[src/rtl/cmp_ctrl_pkg.sv]
// Package for the comparator control block: register map, field layout, codes.
// Assumes a 32-bit AXI4-Lite master and one 25 MHz clock.
`default_nettype none
package cmp_ctrl_pkg;
    // ----------------------------------------------------------------
    // Register byte offsets
    // ----------------------------------------------------------------
    localparam logic [7:0] OFF_CTRL0 = 8'h00;
    localparam logic [7:0] OFF_CTRL1 = 8'h04;
    localparam logic [7:0] OFF_PSEL = 8'h08;
    localparam logic [7:0] OFF_NSEL = 8'h0c;
    localparam logic [7:0] OFF_IRQ_STATUS = 8'h10;
    localparam logic [7:0] OFF_IRQ_CLEAR = 8'h14;
    localparam logic [7:0] OFF_IRQ_ENABLE = 8'h18;
    localparam logic [7:0] OFF_INT_CTRL0 = 8'h1c;
    // ----------------------------------------------------------------
    // Field positions
    // ----------------------------------------------------------------
    localparam int B_ENABLE = 7;
    localparam int B_RESULT = 6;
    localparam int B_INVERT = 4;
    localparam int B_HYST = 1;
    localparam int B_ALIGN = 0;
    localparam int B_RISE_EN = 1;
    localparam int B_FALL_EN = 0;
    localparam int B_GIE = 7;
    localparam int B_FLAG = 0;
    localparam int SEL_W = 3;
    localparam logic [1:0] RESP_OKAY = 2'b00;
    localparam logic [1:0] RESP_SLVERR = 2'b10;

    // Positive source codes
    typedef enum logic [2:0] {
        PSRC_PIN0 = 3'b000,
        PSRC_PIN1 = 3'b001,
        PSRC_DAC = 3'b010,
        PSRC_FVR = 3'b011,
        PSRC_GND = 3'b100
    } psrc_t;

    // Negative source codes
    typedef enum logic [2:0] {
        NSRC_PIN0 = 3'b000,
        NSRC_PIN1 = 3'b001,
        NSRC_PIN2 = 3'b010,
        NSRC_PIN3 = 3'b011,
        NSRC_FVR = 3'b100,
        NSRC_GND = 3'b101
    } nsrc_t;

    // Analog switch controls, one-hot per source
    typedef struct packed {
        logic [4:0] pos_route;
        logic [5:0] neg_route;
        logic hyst_on;
    } analog_ctl_t;
endpackage
`default_nettype wire

[src/rtl/cmp_ctrl.sv]
// Comparator digital control: AXI4-Lite registers, source routing, hysteresis,
// optional timer alignment, edge detection and interrupt flag logic.
// Assumes the analog comparator output and timer clock level are synchronous.
//
// Contract
// - Hysteresis switched in only while hysteresis_enable is set.
// - With alignment, result captured on timer clock falling edge; else passes.
// - Aligned result updates in step with timer, never transitional.
// - Separate rising and falling edge detectors on the result.
// - Flag sets on rising with rise enable or falling with fall enable.
// - Flag never cleared by hardware, only by software write.
// - Edge during a software clear wins; flag stays set.
// - Invert or enable toggles may change result and raise edges.
// - Positive select routes pin0, pin1, converter, reference or ground.
// - Negative select routes four pins, reference or analog ground.
// - Comparator disabled disconnects every input regardless of selects.
//
// Implementation choices: register access over AXI4-Lite and the register addresses.
`default_nettype none
module cmp_ctrl
    import cmp_ctrl_pkg::*;
(
    input wire logic CLOCK,
    input wire logic RST_N,
    input wire logic CMP_RAW,
    input wire logic TIMER_CLK,
    output logic [4:0] POS_ROUTE,
    output logic [5:0] NEG_ROUTE,
    output logic HYST_ON,
    output logic IRQ,
    input wire logic [7:0] S_AXI_AWADDR,
    input wire logic S_AXI_AWVALID,
    output logic S_AXI_AWREADY,
    input wire logic [31:0] S_AXI_WDATA,
    input wire logic [3:0] S_AXI_WSTRB,
    input wire logic S_AXI_WVALID,
    output logic S_AXI_WREADY,
    output logic [1:0] S_AXI_BRESP,
    output logic S_AXI_BVALID,
    input wire logic S_AXI_BREADY,
    input wire logic [7:0] S_AXI_ARADDR,
    input wire logic S_AXI_ARVALID,
    output logic S_AXI_ARREADY,
    output logic [31:0] S_AXI_RDATA,
    output logic [1:0] S_AXI_RRESP,
    output logic S_AXI_RVALID,
    input wire logic S_AXI_RREADY
);
    // ----------------------------------------------------------------
    // Registers
    // ----------------------------------------------------------------
    logic [7:0] ctrl0, next_ctrl0;
    logic [7:0] ctrl1, next_ctrl1;
    logic [2:0] psel, next_psel;
    logic [2:0] nsel, next_nsel;
    logic irq_flag, next_irq_flag;
    logic irq_en, next_irq_en;
    logic global_irq_enable, next_gie;
    logic aw_held, next_aw_held;
    logic w_held, next_w_held;
    logic [7:0] aw_addr, next_aw_addr;
    logic [31:0] w_data, next_w_data;
    logic [3:0] w_strb, next_w_strb;
    logic bvalid, next_bvalid;
    logic [1:0] bresp, next_bresp;
    logic rvalid, next_rvalid;
    logic [1:0] rresp, next_rresp;
    logic [31:0] rdata, next_rdata;
    logic tclk_q, aligned, final_q, next_aligned, next_final_q;
    analog_ctl_t actl, next_actl;
    logic irq_out, next_irq_out;
    logic result, rise, fall, do_write, clr_flag;
    // Register index decode used by both channels
    function automatic logic is_off(input logic [7:0] a, input logic [7:0] off);
        is_off = (a[7:2] == off[7:2]);
    endfunction
    // ----------------------------------------------------------------
    // Result path
    // ----------------------------------------------------------------
    // Capture on timer clock fall so the visible bit changes only with the timer
    always_comb
    begin
        next_aligned = aligned;
        if (tclk_q && !TIMER_CLK)
            next_aligned = CMP_RAW;
    end

    // Disabled comparator reads low before inversion, so toggles still move it
    always_comb
    begin
        logic pre;
        pre = ctrl0[B_ALIGN] ? aligned : CMP_RAW;
        if (!ctrl0[B_ENABLE])
            pre = 1'b0;
        result = pre ^ ctrl0[B_INVERT];
        next_final_q = result;
        rise = result && !final_q;
        fall = !result && final_q;
    end

    // Analog switch controls
    always_comb
    begin
        next_actl = '0;
        next_actl.hyst_on = ctrl0[B_HYST];
        if (ctrl0[B_ENABLE])
        begin
            unique case (psel)
                PSRC_PIN0: next_actl.pos_route[0] = 1'b1;
                PSRC_PIN1: next_actl.pos_route[1] = 1'b1;
                PSRC_DAC: next_actl.pos_route[2] = 1'b1;
                PSRC_FVR: next_actl.pos_route[3] = 1'b1;
                PSRC_GND: next_actl.pos_route[4] = 1'b1;
                default: next_actl.pos_route = '0; // Unused codes connect nothing
            endcase
            unique case (nsel)
                NSRC_PIN0: next_actl.neg_route[0] = 1'b1;
                NSRC_PIN1: next_actl.neg_route[1] = 1'b1;
                NSRC_PIN2: next_actl.neg_route[2] = 1'b1;
                NSRC_PIN3: next_actl.neg_route[3] = 1'b1;
                NSRC_FVR: next_actl.neg_route[4] = 1'b1;
                NSRC_GND: next_actl.neg_route[5] = 1'b1;
                default: next_actl.neg_route = '0;
            endcase
        end
    end

    // ----------------------------------------------------------------
    // AXI4-Lite slave and register writes
    // ----------------------------------------------------------------
    always_comb
    begin
        next_aw_held = aw_held;
        next_w_held = w_held;
        next_aw_addr = aw_addr;
        next_w_data = w_data;
        next_w_strb = w_strb;
        next_bvalid = bvalid;
        next_bresp = bresp;
        next_ctrl0 = ctrl0;
        next_ctrl1 = ctrl1;
        next_psel = psel;
        next_nsel = nsel;
        next_irq_en = irq_en;
        next_gie = global_irq_enable;
        clr_flag = 1'b0;
        if (S_AXI_AWVALID && !aw_held)
        begin
            next_aw_held = 1'b1;
            next_aw_addr = S_AXI_AWADDR;
        end
        if (S_AXI_WVALID && !w_held)
        begin
            next_w_held = 1'b1;
            next_w_data = S_AXI_WDATA;
            next_w_strb = S_AXI_WSTRB;
        end
        do_write = aw_held && w_held && !bvalid;
        if (do_write)
        begin
            next_aw_held = 1'b0;
            next_w_held = 1'b0;
            next_bvalid = 1'b1;
            next_bresp = RESP_OKAY;
            if (w_strb[0])
            begin
                if (is_off(aw_addr, OFF_CTRL0))
                    next_ctrl0 = w_data[7:0] & ~(8'h01 << B_RESULT);
                else if (is_off(aw_addr, OFF_CTRL1))
                    next_ctrl1 = w_data[7:0] & 8'h03;
                else if (is_off(aw_addr, OFF_PSEL))
                    next_psel = w_data[SEL_W-1:0];
                else if (is_off(aw_addr, OFF_NSEL))
                    next_nsel = w_data[SEL_W-1:0];
                else if (is_off(aw_addr, OFF_IRQ_CLEAR))
                    clr_flag = w_data[B_FLAG];
                else if (is_off(aw_addr, OFF_IRQ_ENABLE))
                    next_irq_en = w_data[B_FLAG];
                else if (is_off(aw_addr, OFF_INT_CTRL0))
                    next_gie = w_data[B_GIE];
                else if (!is_off(aw_addr, OFF_IRQ_STATUS))
                    next_bresp = RESP_SLVERR;
            end
        end
        if (bvalid && S_AXI_BREADY)
            next_bvalid = 1'b0;
    end
    // Read channel: one-cycle decode after the address is taken
    always_comb
    begin
        next_rvalid = rvalid;
        next_rdata = rdata;
        next_rresp = rresp;
        if (rvalid && S_AXI_RREADY)
            next_rvalid = 1'b0;
        if (S_AXI_ARVALID && !rvalid)
        begin
            next_rvalid = 1'b1;
            next_rresp = RESP_OKAY;
            next_rdata = '0;
            if (is_off(S_AXI_ARADDR, OFF_CTRL0))
                next_rdata[7:0] = ctrl0 | (8'(final_q) << B_RESULT); // Visible result bit
            else if (is_off(S_AXI_ARADDR, OFF_CTRL1))
                next_rdata[7:0] = ctrl1;
            else if (is_off(S_AXI_ARADDR, OFF_PSEL))
                next_rdata[SEL_W-1:0] = psel;
            else if (is_off(S_AXI_ARADDR, OFF_NSEL))
                next_rdata[SEL_W-1:0] = nsel;
            else if (is_off(S_AXI_ARADDR, OFF_IRQ_STATUS))
                next_rdata[B_FLAG] = irq_flag;
            else if (is_off(S_AXI_ARADDR, OFF_IRQ_ENABLE))
                next_rdata[B_FLAG] = irq_en;
            else if (is_off(S_AXI_ARADDR, OFF_INT_CTRL0))
                next_rdata[B_GIE] = global_irq_enable;
            else if (!is_off(S_AXI_ARADDR, OFF_IRQ_CLEAR))
                next_rresp = RESP_SLVERR;
        end
    end

    // ----------------------------------------------------------------
    // Interrupt flag
    // ----------------------------------------------------------------
    // Set beats clear so an edge during the clear is never lost
    always_comb
    begin
        logic set_ev;
        set_ev = (rise && ctrl1[B_RISE_EN]) || (fall && ctrl1[B_FALL_EN]);
        next_irq_flag = irq_flag;
        if (clr_flag)
            next_irq_flag = 1'b0;
        if (set_ev)
            next_irq_flag = 1'b1;
        next_irq_out = next_irq_flag && irq_en && global_irq_enable;
    end

    // State registers
    always_ff @(posedge CLOCK or negedge RST_N)
    begin
        if (!RST_N)
        begin
            ctrl0 <= '0;
            ctrl1 <= '0;
            psel <= '0;
            nsel <= '0;
            irq_flag <= 1'b0;
            irq_en <= 1'b0;
            global_irq_enable <= 1'b0;
            aw_held <= 1'b0;
            w_held <= 1'b0;
            aw_addr <= '0;
            w_data <= '0;
            w_strb <= '0;
            bvalid <= 1'b0;
            bresp <= RESP_OKAY;
            rvalid <= 1'b0;
            rresp <= RESP_OKAY;
            rdata <= '0;
            tclk_q <= 1'b0;
            aligned <= 1'b0;
            final_q <= 1'b0;
            actl <= '0;
            irq_out <= 1'b0;
        end
        else
        begin
            ctrl0 <= next_ctrl0;
            ctrl1 <= next_ctrl1;
            psel <= next_psel;
            nsel <= next_nsel;
            irq_flag <= next_irq_flag;
            irq_en <= next_irq_en;
            global_irq_enable <= next_gie;
            aw_held <= next_aw_held;
            w_held <= next_w_held;
            aw_addr <= next_aw_addr;
            w_data <= next_w_data;
            w_strb <= next_w_strb;
            bvalid <= next_bvalid;
            bresp <= next_bresp;
            rvalid <= next_rvalid;
            rresp <= next_rresp;
            rdata <= next_rdata;
            tclk_q <= TIMER_CLK;
            aligned <= next_aligned;
            final_q <= next_final_q;
            actl <= next_actl;
            irq_out <= next_irq_out;
        end
    end

    // Outputs straight from flip-flops
    assign POS_ROUTE = actl.pos_route;
    assign NEG_ROUTE = actl.neg_route;
    assign HYST_ON = actl.hyst_on;
    assign IRQ = irq_out;
    assign S_AXI_AWREADY = !aw_held;
    assign S_AXI_WREADY = !w_held;
    assign S_AXI_BVALID = bvalid;
    assign S_AXI_BRESP = bresp;
    assign S_AXI_ARREADY = !rvalid;
    assign S_AXI_RVALID = rvalid;
    assign S_AXI_RDATA = rdata;
    assign S_AXI_RRESP = rresp;
endmodule // cmp_ctrl
`default_nettype wire

[config.mk]
export PLATFORM = sky130hd
export DESIGN_NAME = cmp_ctrl
export DESIGN_NICKNAME = d
export VERILOG_FILES = /design/src/rtl/cmp_ctrl_pkg.sv /design/src/rtl/cmp_ctrl.sv
export SDC_FILE = /design/constraint.sdc
export NUM_CORES = 1
export LEC_CHECK = 0
export BUFFER_PORTS_ARGS = -buffer_cell sky130_fd_sc_hd__buf_2
export CORE_MARGIN = 2
export CORE_UTILIZATION = 51
export DETAILED_ROUTE_END_ITERATION = 8
export GPL_ROUTABILITY_DRIVEN = 0
export GPL_TIMING_DRIVEN = 0
export HOLD_SLACK_MARGIN = 0.03
export PLACE_DENSITY_LB_ADDON = 0.3
export REMOVE_ABC_BUFFERS = 1
export SYNTH_ARGS = -nofsm -noshare
export SYNTH_HDL_FRONTEND = slang
export SYNTH_SLANG_ARGS = --single-unit
[constraint.sdc]
create_clock -name CLOCK -period 4 [get_ports CLOCK]
set_clock_uncertainty 0.05 [all_clocks]
set_input_delay 0.6 -clock CLOCK [delete_from_list [all_inputs] [get_ports CLOCK]]
set_output_delay 0.6 -clock CLOCK [all_outputs]
set_load 0.02 [all_outputs]
==> impl_metrics.yaml, run 1 <==
floorplan:
  core_mm2: 0.005140
  initial_core_util_pct: 52.99
  die-width_um: 77.08
  placementRows: 26
  pin_count: 115
  die_y_um: 77.08
  die_area_mm2: 0.005941
sta:
  fin_crit_ns: 1.800
  tightest_slew_ns: 0.8498
  setup_viol: 0
  rsz0062_at_grt: "false"
  timing.fmax_mhz: 555.6
  final.setup.tns_ns: 0
  hold_viol_final: 0
  drv_slew: 0
  min_period_over_period_pct: 45.00
  hold_ws_ns: 0.2824
  relSlewSlack_pct: 43.23
worst_setup_path:
  cpMaxStageDelayCell: "dfrtp_1"
  crit_required_ns: 4.16
  rr_startpoint: "aw_addr[5]$_DFFE_PN0P_"
  r2r_cells: 4
  arrival_ns: 1.96
  start_kind: "flop"
  slowest_delay_ns: 0.38
  r2r-end: "ctrl0[4]$_DFFE_PN0P_"
  worst_setup_path_startpoint: "aw_addr[5]$_DFFE_PN0P_"
  path_cells: "nor3_2, nand4b_4, nor3_4, mux2_2"
  worst_setup_path_end_kind: "flop"
  crit_fanout: 7
  rrSetupSlack_ns: 2.20
  crit_type: "flop to flop"
flow_run:
  maxCapViolations: 0
cts:
  cts_tree: "done"
  clock_latency_ns: 0.33
  cts_buffer_depth: 2
  cts-buffers-inserted: 9
  htreeDepth: 3
  clock-sinks: 62
  cts_resized: 0
  cts_hold_buffers: 0
  root_buffer: "clkbuf_8"
  postCtsSetupBuffers: 0
  clk_pin_slew_ns: 0.06
route:
  viasPerCell: 4.892
  drc: 0
  totalWireLength_mm: 4.510
  post_drt_wl_per_cell_um: 12.53
  ant_nets: 0
  vias: 1761
  dr.pass1.iters: 5
  drt_iter0_drc: 70
grt:
  grt_pass1_wl_mm: 7.569
  grt_pass1_vias: 1666
  grt_max_degree: 63
  grtUsageTotal_pct: 16.60
  grt_overflow_total: 0
  antenna_found_initial: 0
power_and_ir_drop:
  powerDensity_mw_per_mm2: 610.6
  irDropWorstVdd_mv: 0.3512
  p_leak_uw: 0.001670
logic_synthesis:
  ys_seq_elements: 62
  synth_edf_count: 0
  yosysMostFrequentCell: "dfrtp_1"
  ys_top_cells_by_area: "dfrtp_1, mux2_2, buf_4"
  syn_area_per_cell_um2: 12.21
  netlist_area_mm2: 0.002724
  synthFlopType: "dfrtp_1"
  yosysWarnings: 0
  async_reset_ff_share_pct: 100.0
  ys_types: 39
  yosysSeqAreaShare_pct: 56.96
  synth_common_cells: "dfrtp_1, mux2_2, buf_4"
  yosysTopAreaCellShare_pct: 56.96
  synth_cells: 223
  yosysTopAreaCell: "dfrtp_1"
final_layout:
  drive_above_1_share_pct: 37.59
  area_delta_synth_final_pct: 17.23
  diodes: 0
  layout.nets: 346
  layout.cells.non_filler: 360
status:
  status: "finished, final reports clean"
place:
  hpwlAfterDp_mm: 3.159
  post-place-cells: 344
  port_buffers: 56
hold_path:
  min_path_type: "input pin to async pin"
worst max-delay path: cells and delay by family, from the launching register on:
family	cells	cell delay, ns
AND/OR/NAND/NOR	3	0.87
multiplexers	1	0.38
flip-flops	1	0.38
worst max-delay path by stage:
stage	to	cells after the start
final	ctrl0[4]$_DFFE_PN0P_	4
after global routing	ctrl0[0]$_DFFE_PN0P_	4
after CTS	ctrl0[4]$_DFFE_PN0P_	4
after detailed placement	w_data[5]$_DFFE_PN0P_	3
after global placement	w_data[3]$_DFFE_PN0P_	3
after floorplan	ctrl0[0]$_DFFE_PN0P_	4
layout make-up:
cell class,instances,area [um^2]
fill,435,1947
clock buffer,12,145.1
sequential,62,1551
clock inverter,4,70.07
inverter,7,26.28
multi-input combinational,149,1030
timing repair buffer,56,282.8
tap,70,87.58
metal layers:
metal  vias to the layer above  part of all wire (%)  global-route usage, %
li1                        841                     -                      -
met1                       834                    45                  21.11
met2                        77                    45                  25.00
met5                         -                     0                      0
met4                         0                   2.4                  9.464
met3                         9                   8.3                  5.412
registers in the layout, summed over array words and instances, names as in the netlist, 2 cells and up:
name	flops
nsel	3
ctrl1	2
ctrl0	7
w_data	7
aw_addr	6
POS_ROUTE	5
S_AXI_RDATA	8
NEG_ROUTE	6
psel	3
layout by cell type, fill, tap and decap left out, types with 2 or more instances in the layout:
master and count:
buf_2 55, clkbuf_1 2, clkbuf_8 10, clkinv_2 2
mux2_2 31, nor3_1 6, conb_1 26, nand2_1 17
nand2b_1 6, bufinv_16 2, o21ai_0 7, dfrtp_1 62
nor2_1 12, a22o_1 3, inv_1 7, nor3_2 2
nor2b_1 4, nor3b_1 2, nand3_1 8, and4_1 2
a21oi_1 2, mux2i_1 2
cells by family after synthesis:
logic type	count (synthesis)	share of synthesized area, %
and+or+nand+nor	69	14.75
DFF	62	56.96
muxes	35	14.79
buffers and inverters	37	8.682
AOI/OAI and AO/OA	19	4.686
other	1	0.1377
metrics by stage:
step | total power (uW) | utilization [%] | cell area (um^2) | worst slack [ns]
after floorplan | 1229 | - | 2608 | 2.305
after global placement | 1355 | 57.89 | 2975 | 2.085
after detailed placement | 1375 | 57.89 | 2975 | 2.058
after CTS | 1972 | 62.07 | 3191 | 2.178
after global routing | 2072 | 62.12 | 3193 | 2.090
final | 1950 | 62.12 | 3193 | 2.200
report_power, final:
group | switching (uW) | total (uW) | leakage (uW) | internal [uW]
Combinational | 205 | 412 | 0.000753 | 206
Sequential | 162 | 950 | 0.000807 | 787
Clock | 222 | 588 | 0.000110 | 366
Total | 590 | 1950 | 0.00167 | 1360
Power figures use the tool's default switching activity.
==> inputs of run 2 (changes only) <==
--- a/config.mk
+++ b/config.mk
@@ -5,9 +5,10 @@
 export SDC_FILE = /design/constraint.sdc
 export NUM_CORES = 1
 export LEC_CHECK = 0
+export ABC_AREA = 1
 export BUFFER_PORTS_ARGS = -buffer_cell sky130_fd_sc_hd__buf_2
 export CORE_MARGIN = 2
-export CORE_UTILIZATION = 51
+export CORE_UTILIZATION = 44
 export DETAILED_ROUTE_END_ITERATION = 8
 export GPL_ROUTABILITY_DRIVEN = 0
 export GPL_TIMING_DRIVEN = 0
==> constraint.sdc (replaced) <==
create_clock -name CLOCK -period 1.6 [get_ports CLOCK]
set_clock_uncertainty 0.05 [all_clocks]
set_input_delay 0.24 -clock CLOCK [delete_from_list [all_inputs] [get_ports CLOCK]]
set_output_delay 0.24 -clock CLOCK [all_outputs]
set_load 0.02 [all_outputs]
==> run 2 against run 1 <==
  * Wire length is 18% higher
  * Register-to-register slack worse by 2.0 ns
  * Critical path type unchanged
  * First-iteration DRC count is 11% higher
  * Clock power is 120% higher
  * Total power grew to 2.6 times the previous value
  * Largest cell class unchanged
  * Final cell count is 29% higher
  * Non-clock buffer count is 3 higher
==> impl_metrics.yaml, run 2 <==
status:
  status: "finished, final reports clean"
floorplan:
  core_mm2: 0.006350
  die-width_um: 85.14
  placementRows: 29
  die_y_um: 85.14
  initial_core_util_pct: 45.62
  die_area_mm2: 0.007248
  pin_count: 115
grt:
  grt_pass1_vias: 1983
  grt_overflow_total: 0
  grt_max_degree: 63
  grtUsageTotal_pct: 15.48
  grt_pass1_wl_mm: 8.825
  antenna_found_initial: 0
route:
  post_drt_wl_per_cell_um: 11.39
  drt_iter0_drc: 78
  dr.pass1.iters: 4
  totalWireLength_mm: 5.306
  vias: 2149
  viasPerCell: 4.612
  ant_nets: 0
  drc: 0
sta:
  rsz0062_at_grt: "false"
  fin_crit_ns: 1.414
  hold_viol_final: 0
  drv_slew: 0
  final.setup.tns_ns: 0
  relSlewSlack_pct: 48.88
  tightest_slew_ns: 0.7669
  hold_ws_ns: 0.04940
  setup_viol: 0
  min_period_over_period_pct: 88.40
  timing.fmax_mhz: 707.0
cts:
  clock_latency_ns: 0.33
  clock-sinks: 62
  root_buffer: "clkbuf_8"
  cts_tree: "done"
  cts_buffer_depth: 2
  clk_pin_slew_ns: 0.07
  cts-buffers-inserted: 9
  htreeDepth: 3
  postCtsSetupBuffers: 0
logic_synthesis:
  synth_common_cells: "nand2_1, dfrtp_1, inv_1"
  ys_top_cells_by_area: "dfrtp_1, nand2_1, buf_4"
  netlist_area_mm2: 0.002897
  syn_area_per_cell_um2: 9.080
  ys_types: 32
  synthFlopType: "dfrtp_1"
  yosysMostFrequentCell: "nand2_1"
  async_reset_ff_share_pct: 100.0
  yosysTopAreaCell: "dfrtp_1"
  synth_edf_count: 0
  yosysSeqAreaShare_pct: 53.56
  ys_seq_elements: 62
  synth_cells: 319
  yosysWarnings: 0
  yosysTopAreaCellShare_pct: 53.56
worst_setup_path:
  critPathBufInv: 1
  r2r_cells: 6
  r2r-end: "ctrl0[1]$_DFFE_PN0P_"
  start_kind: "flop"
  path_delay_family: "simple AND/OR/NAND/NOR gates"
  crit_required_ns: 1.77
  rr_startpoint: "aw_addr[4]$_DFFE_PN0P_"
  arrival_ns: 1.58
  crit_fanout: 14
  worst_setup_path_end_kind: "flop"
  cpMaxStageDelayCell: "dfrtp_1"
  slowest_delay_ns: 0.40
  crit_type: "flop to flop"
  rrSetupSlack_ns: 0.19
  path_cells: "inv_1, nand3_2, nor3_2, nand2_2, nand2_1, o21ai_2"
final_layout:
  layout.nets: 445
  diodes: 0
  largest_register_ffs: 8
  drive_above_1_share_pct: 26.99
  final_common_cell: "nand2_1"
  final_area_mm2: 0.003361
  post-route-util_pct: 52.93
  layout_common_cells: "nand2_1, dfrtp_1, buf_2, inv_1, nor2_1"
  area_delta_synth_final_pct: 16.03
power_and_ir_drop:
  irDropWorstVdd_mv: 0.9284
  p_leak_uw: 0.001769
  totalPowerFinal_uw: 5087
  powerDensity_mw_per_mm2: 1514
hold_path:
  hold_start: "S_AXI_RREADY"
  hold_depth: 2
  min_path_type: "input pin to flop"
  hold_end: "S_AXI_RVALID$_DFFE_PN0P_"
place:
  port_buffers: 56
  place_area_mm2: 0.003147
  hpwlAfterDp_mm: 3.873
flow_run:
  maxCapViolations: 0
## run 2: final cells by class
type / count / area [um^2]
Clock inverter: 5 / 50.05
Clock buffer: 11 / 131.4
Timing Repair Buffer: 59 / 312.8
Sequential cell: 62 / 1551
Fill cell: 599 / 2989
Multi-Input combinational cell: 213 / 1072
Tap cell: 77 / 96.34
Inverter: 39 / 146.4
## run 2: what timing repair did
action	in CTS	in global routing
endpoints found under the hold margin	2	62
hold buffers	2	1
setup endpoints to repair	0	1
resized for setup	0	1
## run 2: cell families (layout without fill, tap and decap cells)
| family | after synthesis | count (layout) | synth area share (%) |
|---|---|---|---|
| buffers and inverters | 69 | 114 | 12.66 |
| DFF | 62 | 62 | 53.56 |
| and+or+nand+nor | 138 | 138 | 23.15 |
| muxes | 3 | 3 | 1.166 |
| other | 1 | 26 | 0.1295 |
| AOI/OAI and AO/OA | 46 | 46 | 9.331 |
## run 2: per-layer routing
layer  part of all wire, %  wire length [um]  vias up  GRT usage, %
met1                    45              2414      981         20.72
met3                   6.9               367        8         5.058
met4                   1.1                61        0         5.195
met5                     0                 0        -             0
met2                    46              2462       65         23.86
li1                      -                 -     1095             -
## run 2: worst reg2reg max path: stages, from the launching register on
cell and delay, ns:
dfrtp_1 0.40, inv_1 0.13, nand3_2 0.12, nor3_2 0.13, nand2_2 0.25, nand2_1 0.15
o21ai_2 0.06
## run 2: how the worst max path moves through the flow
stage | start | to | cells after the start
after global routing | aw_addr[4]$_DFFE_PN0P_ | ctrl0[0]$_DFFE_PN0P_ | 6
after detailed placement | RST_N | S_AXI_RDATA[5]$_DFFE_PN0P_ | 1
after CTS | S_AXI_RVALID$_DFFE_PN0P_ | S_AXI_RDATA[0]$_DFFE_PN0P_ | 7
after floorplan | S_AXI_RVALID$_DFFE_PN0P_ | S_AXI_RDATA[0]$_DFFE_PN0P_ | 7
after global placement | RST_N | S_AXI_RVALID$_DFFE_PN0P_ | 1
final | aw_addr[4]$_DFFE_PN0P_ | ctrl0[1]$_DFFE_PN0P_ | 6
## run 2: stage by stage
| step | worst slack [ns] | instances |
|---|---|---|
| after floorplan | 0.09923 | 314 |
| after global placement | 0.06723 | 447 |
| after detailed placement | 0.05021 | 447 |
| after CTS | 0.1144 | 465 |
| after global routing | 0.01873 | 466 |
| final | 0.1857 | 466 |
## run 2: report_power, final
part	switching, uW	internal [uW]
Sequential	310	2000
Combinational	997	483
Clock	590	710
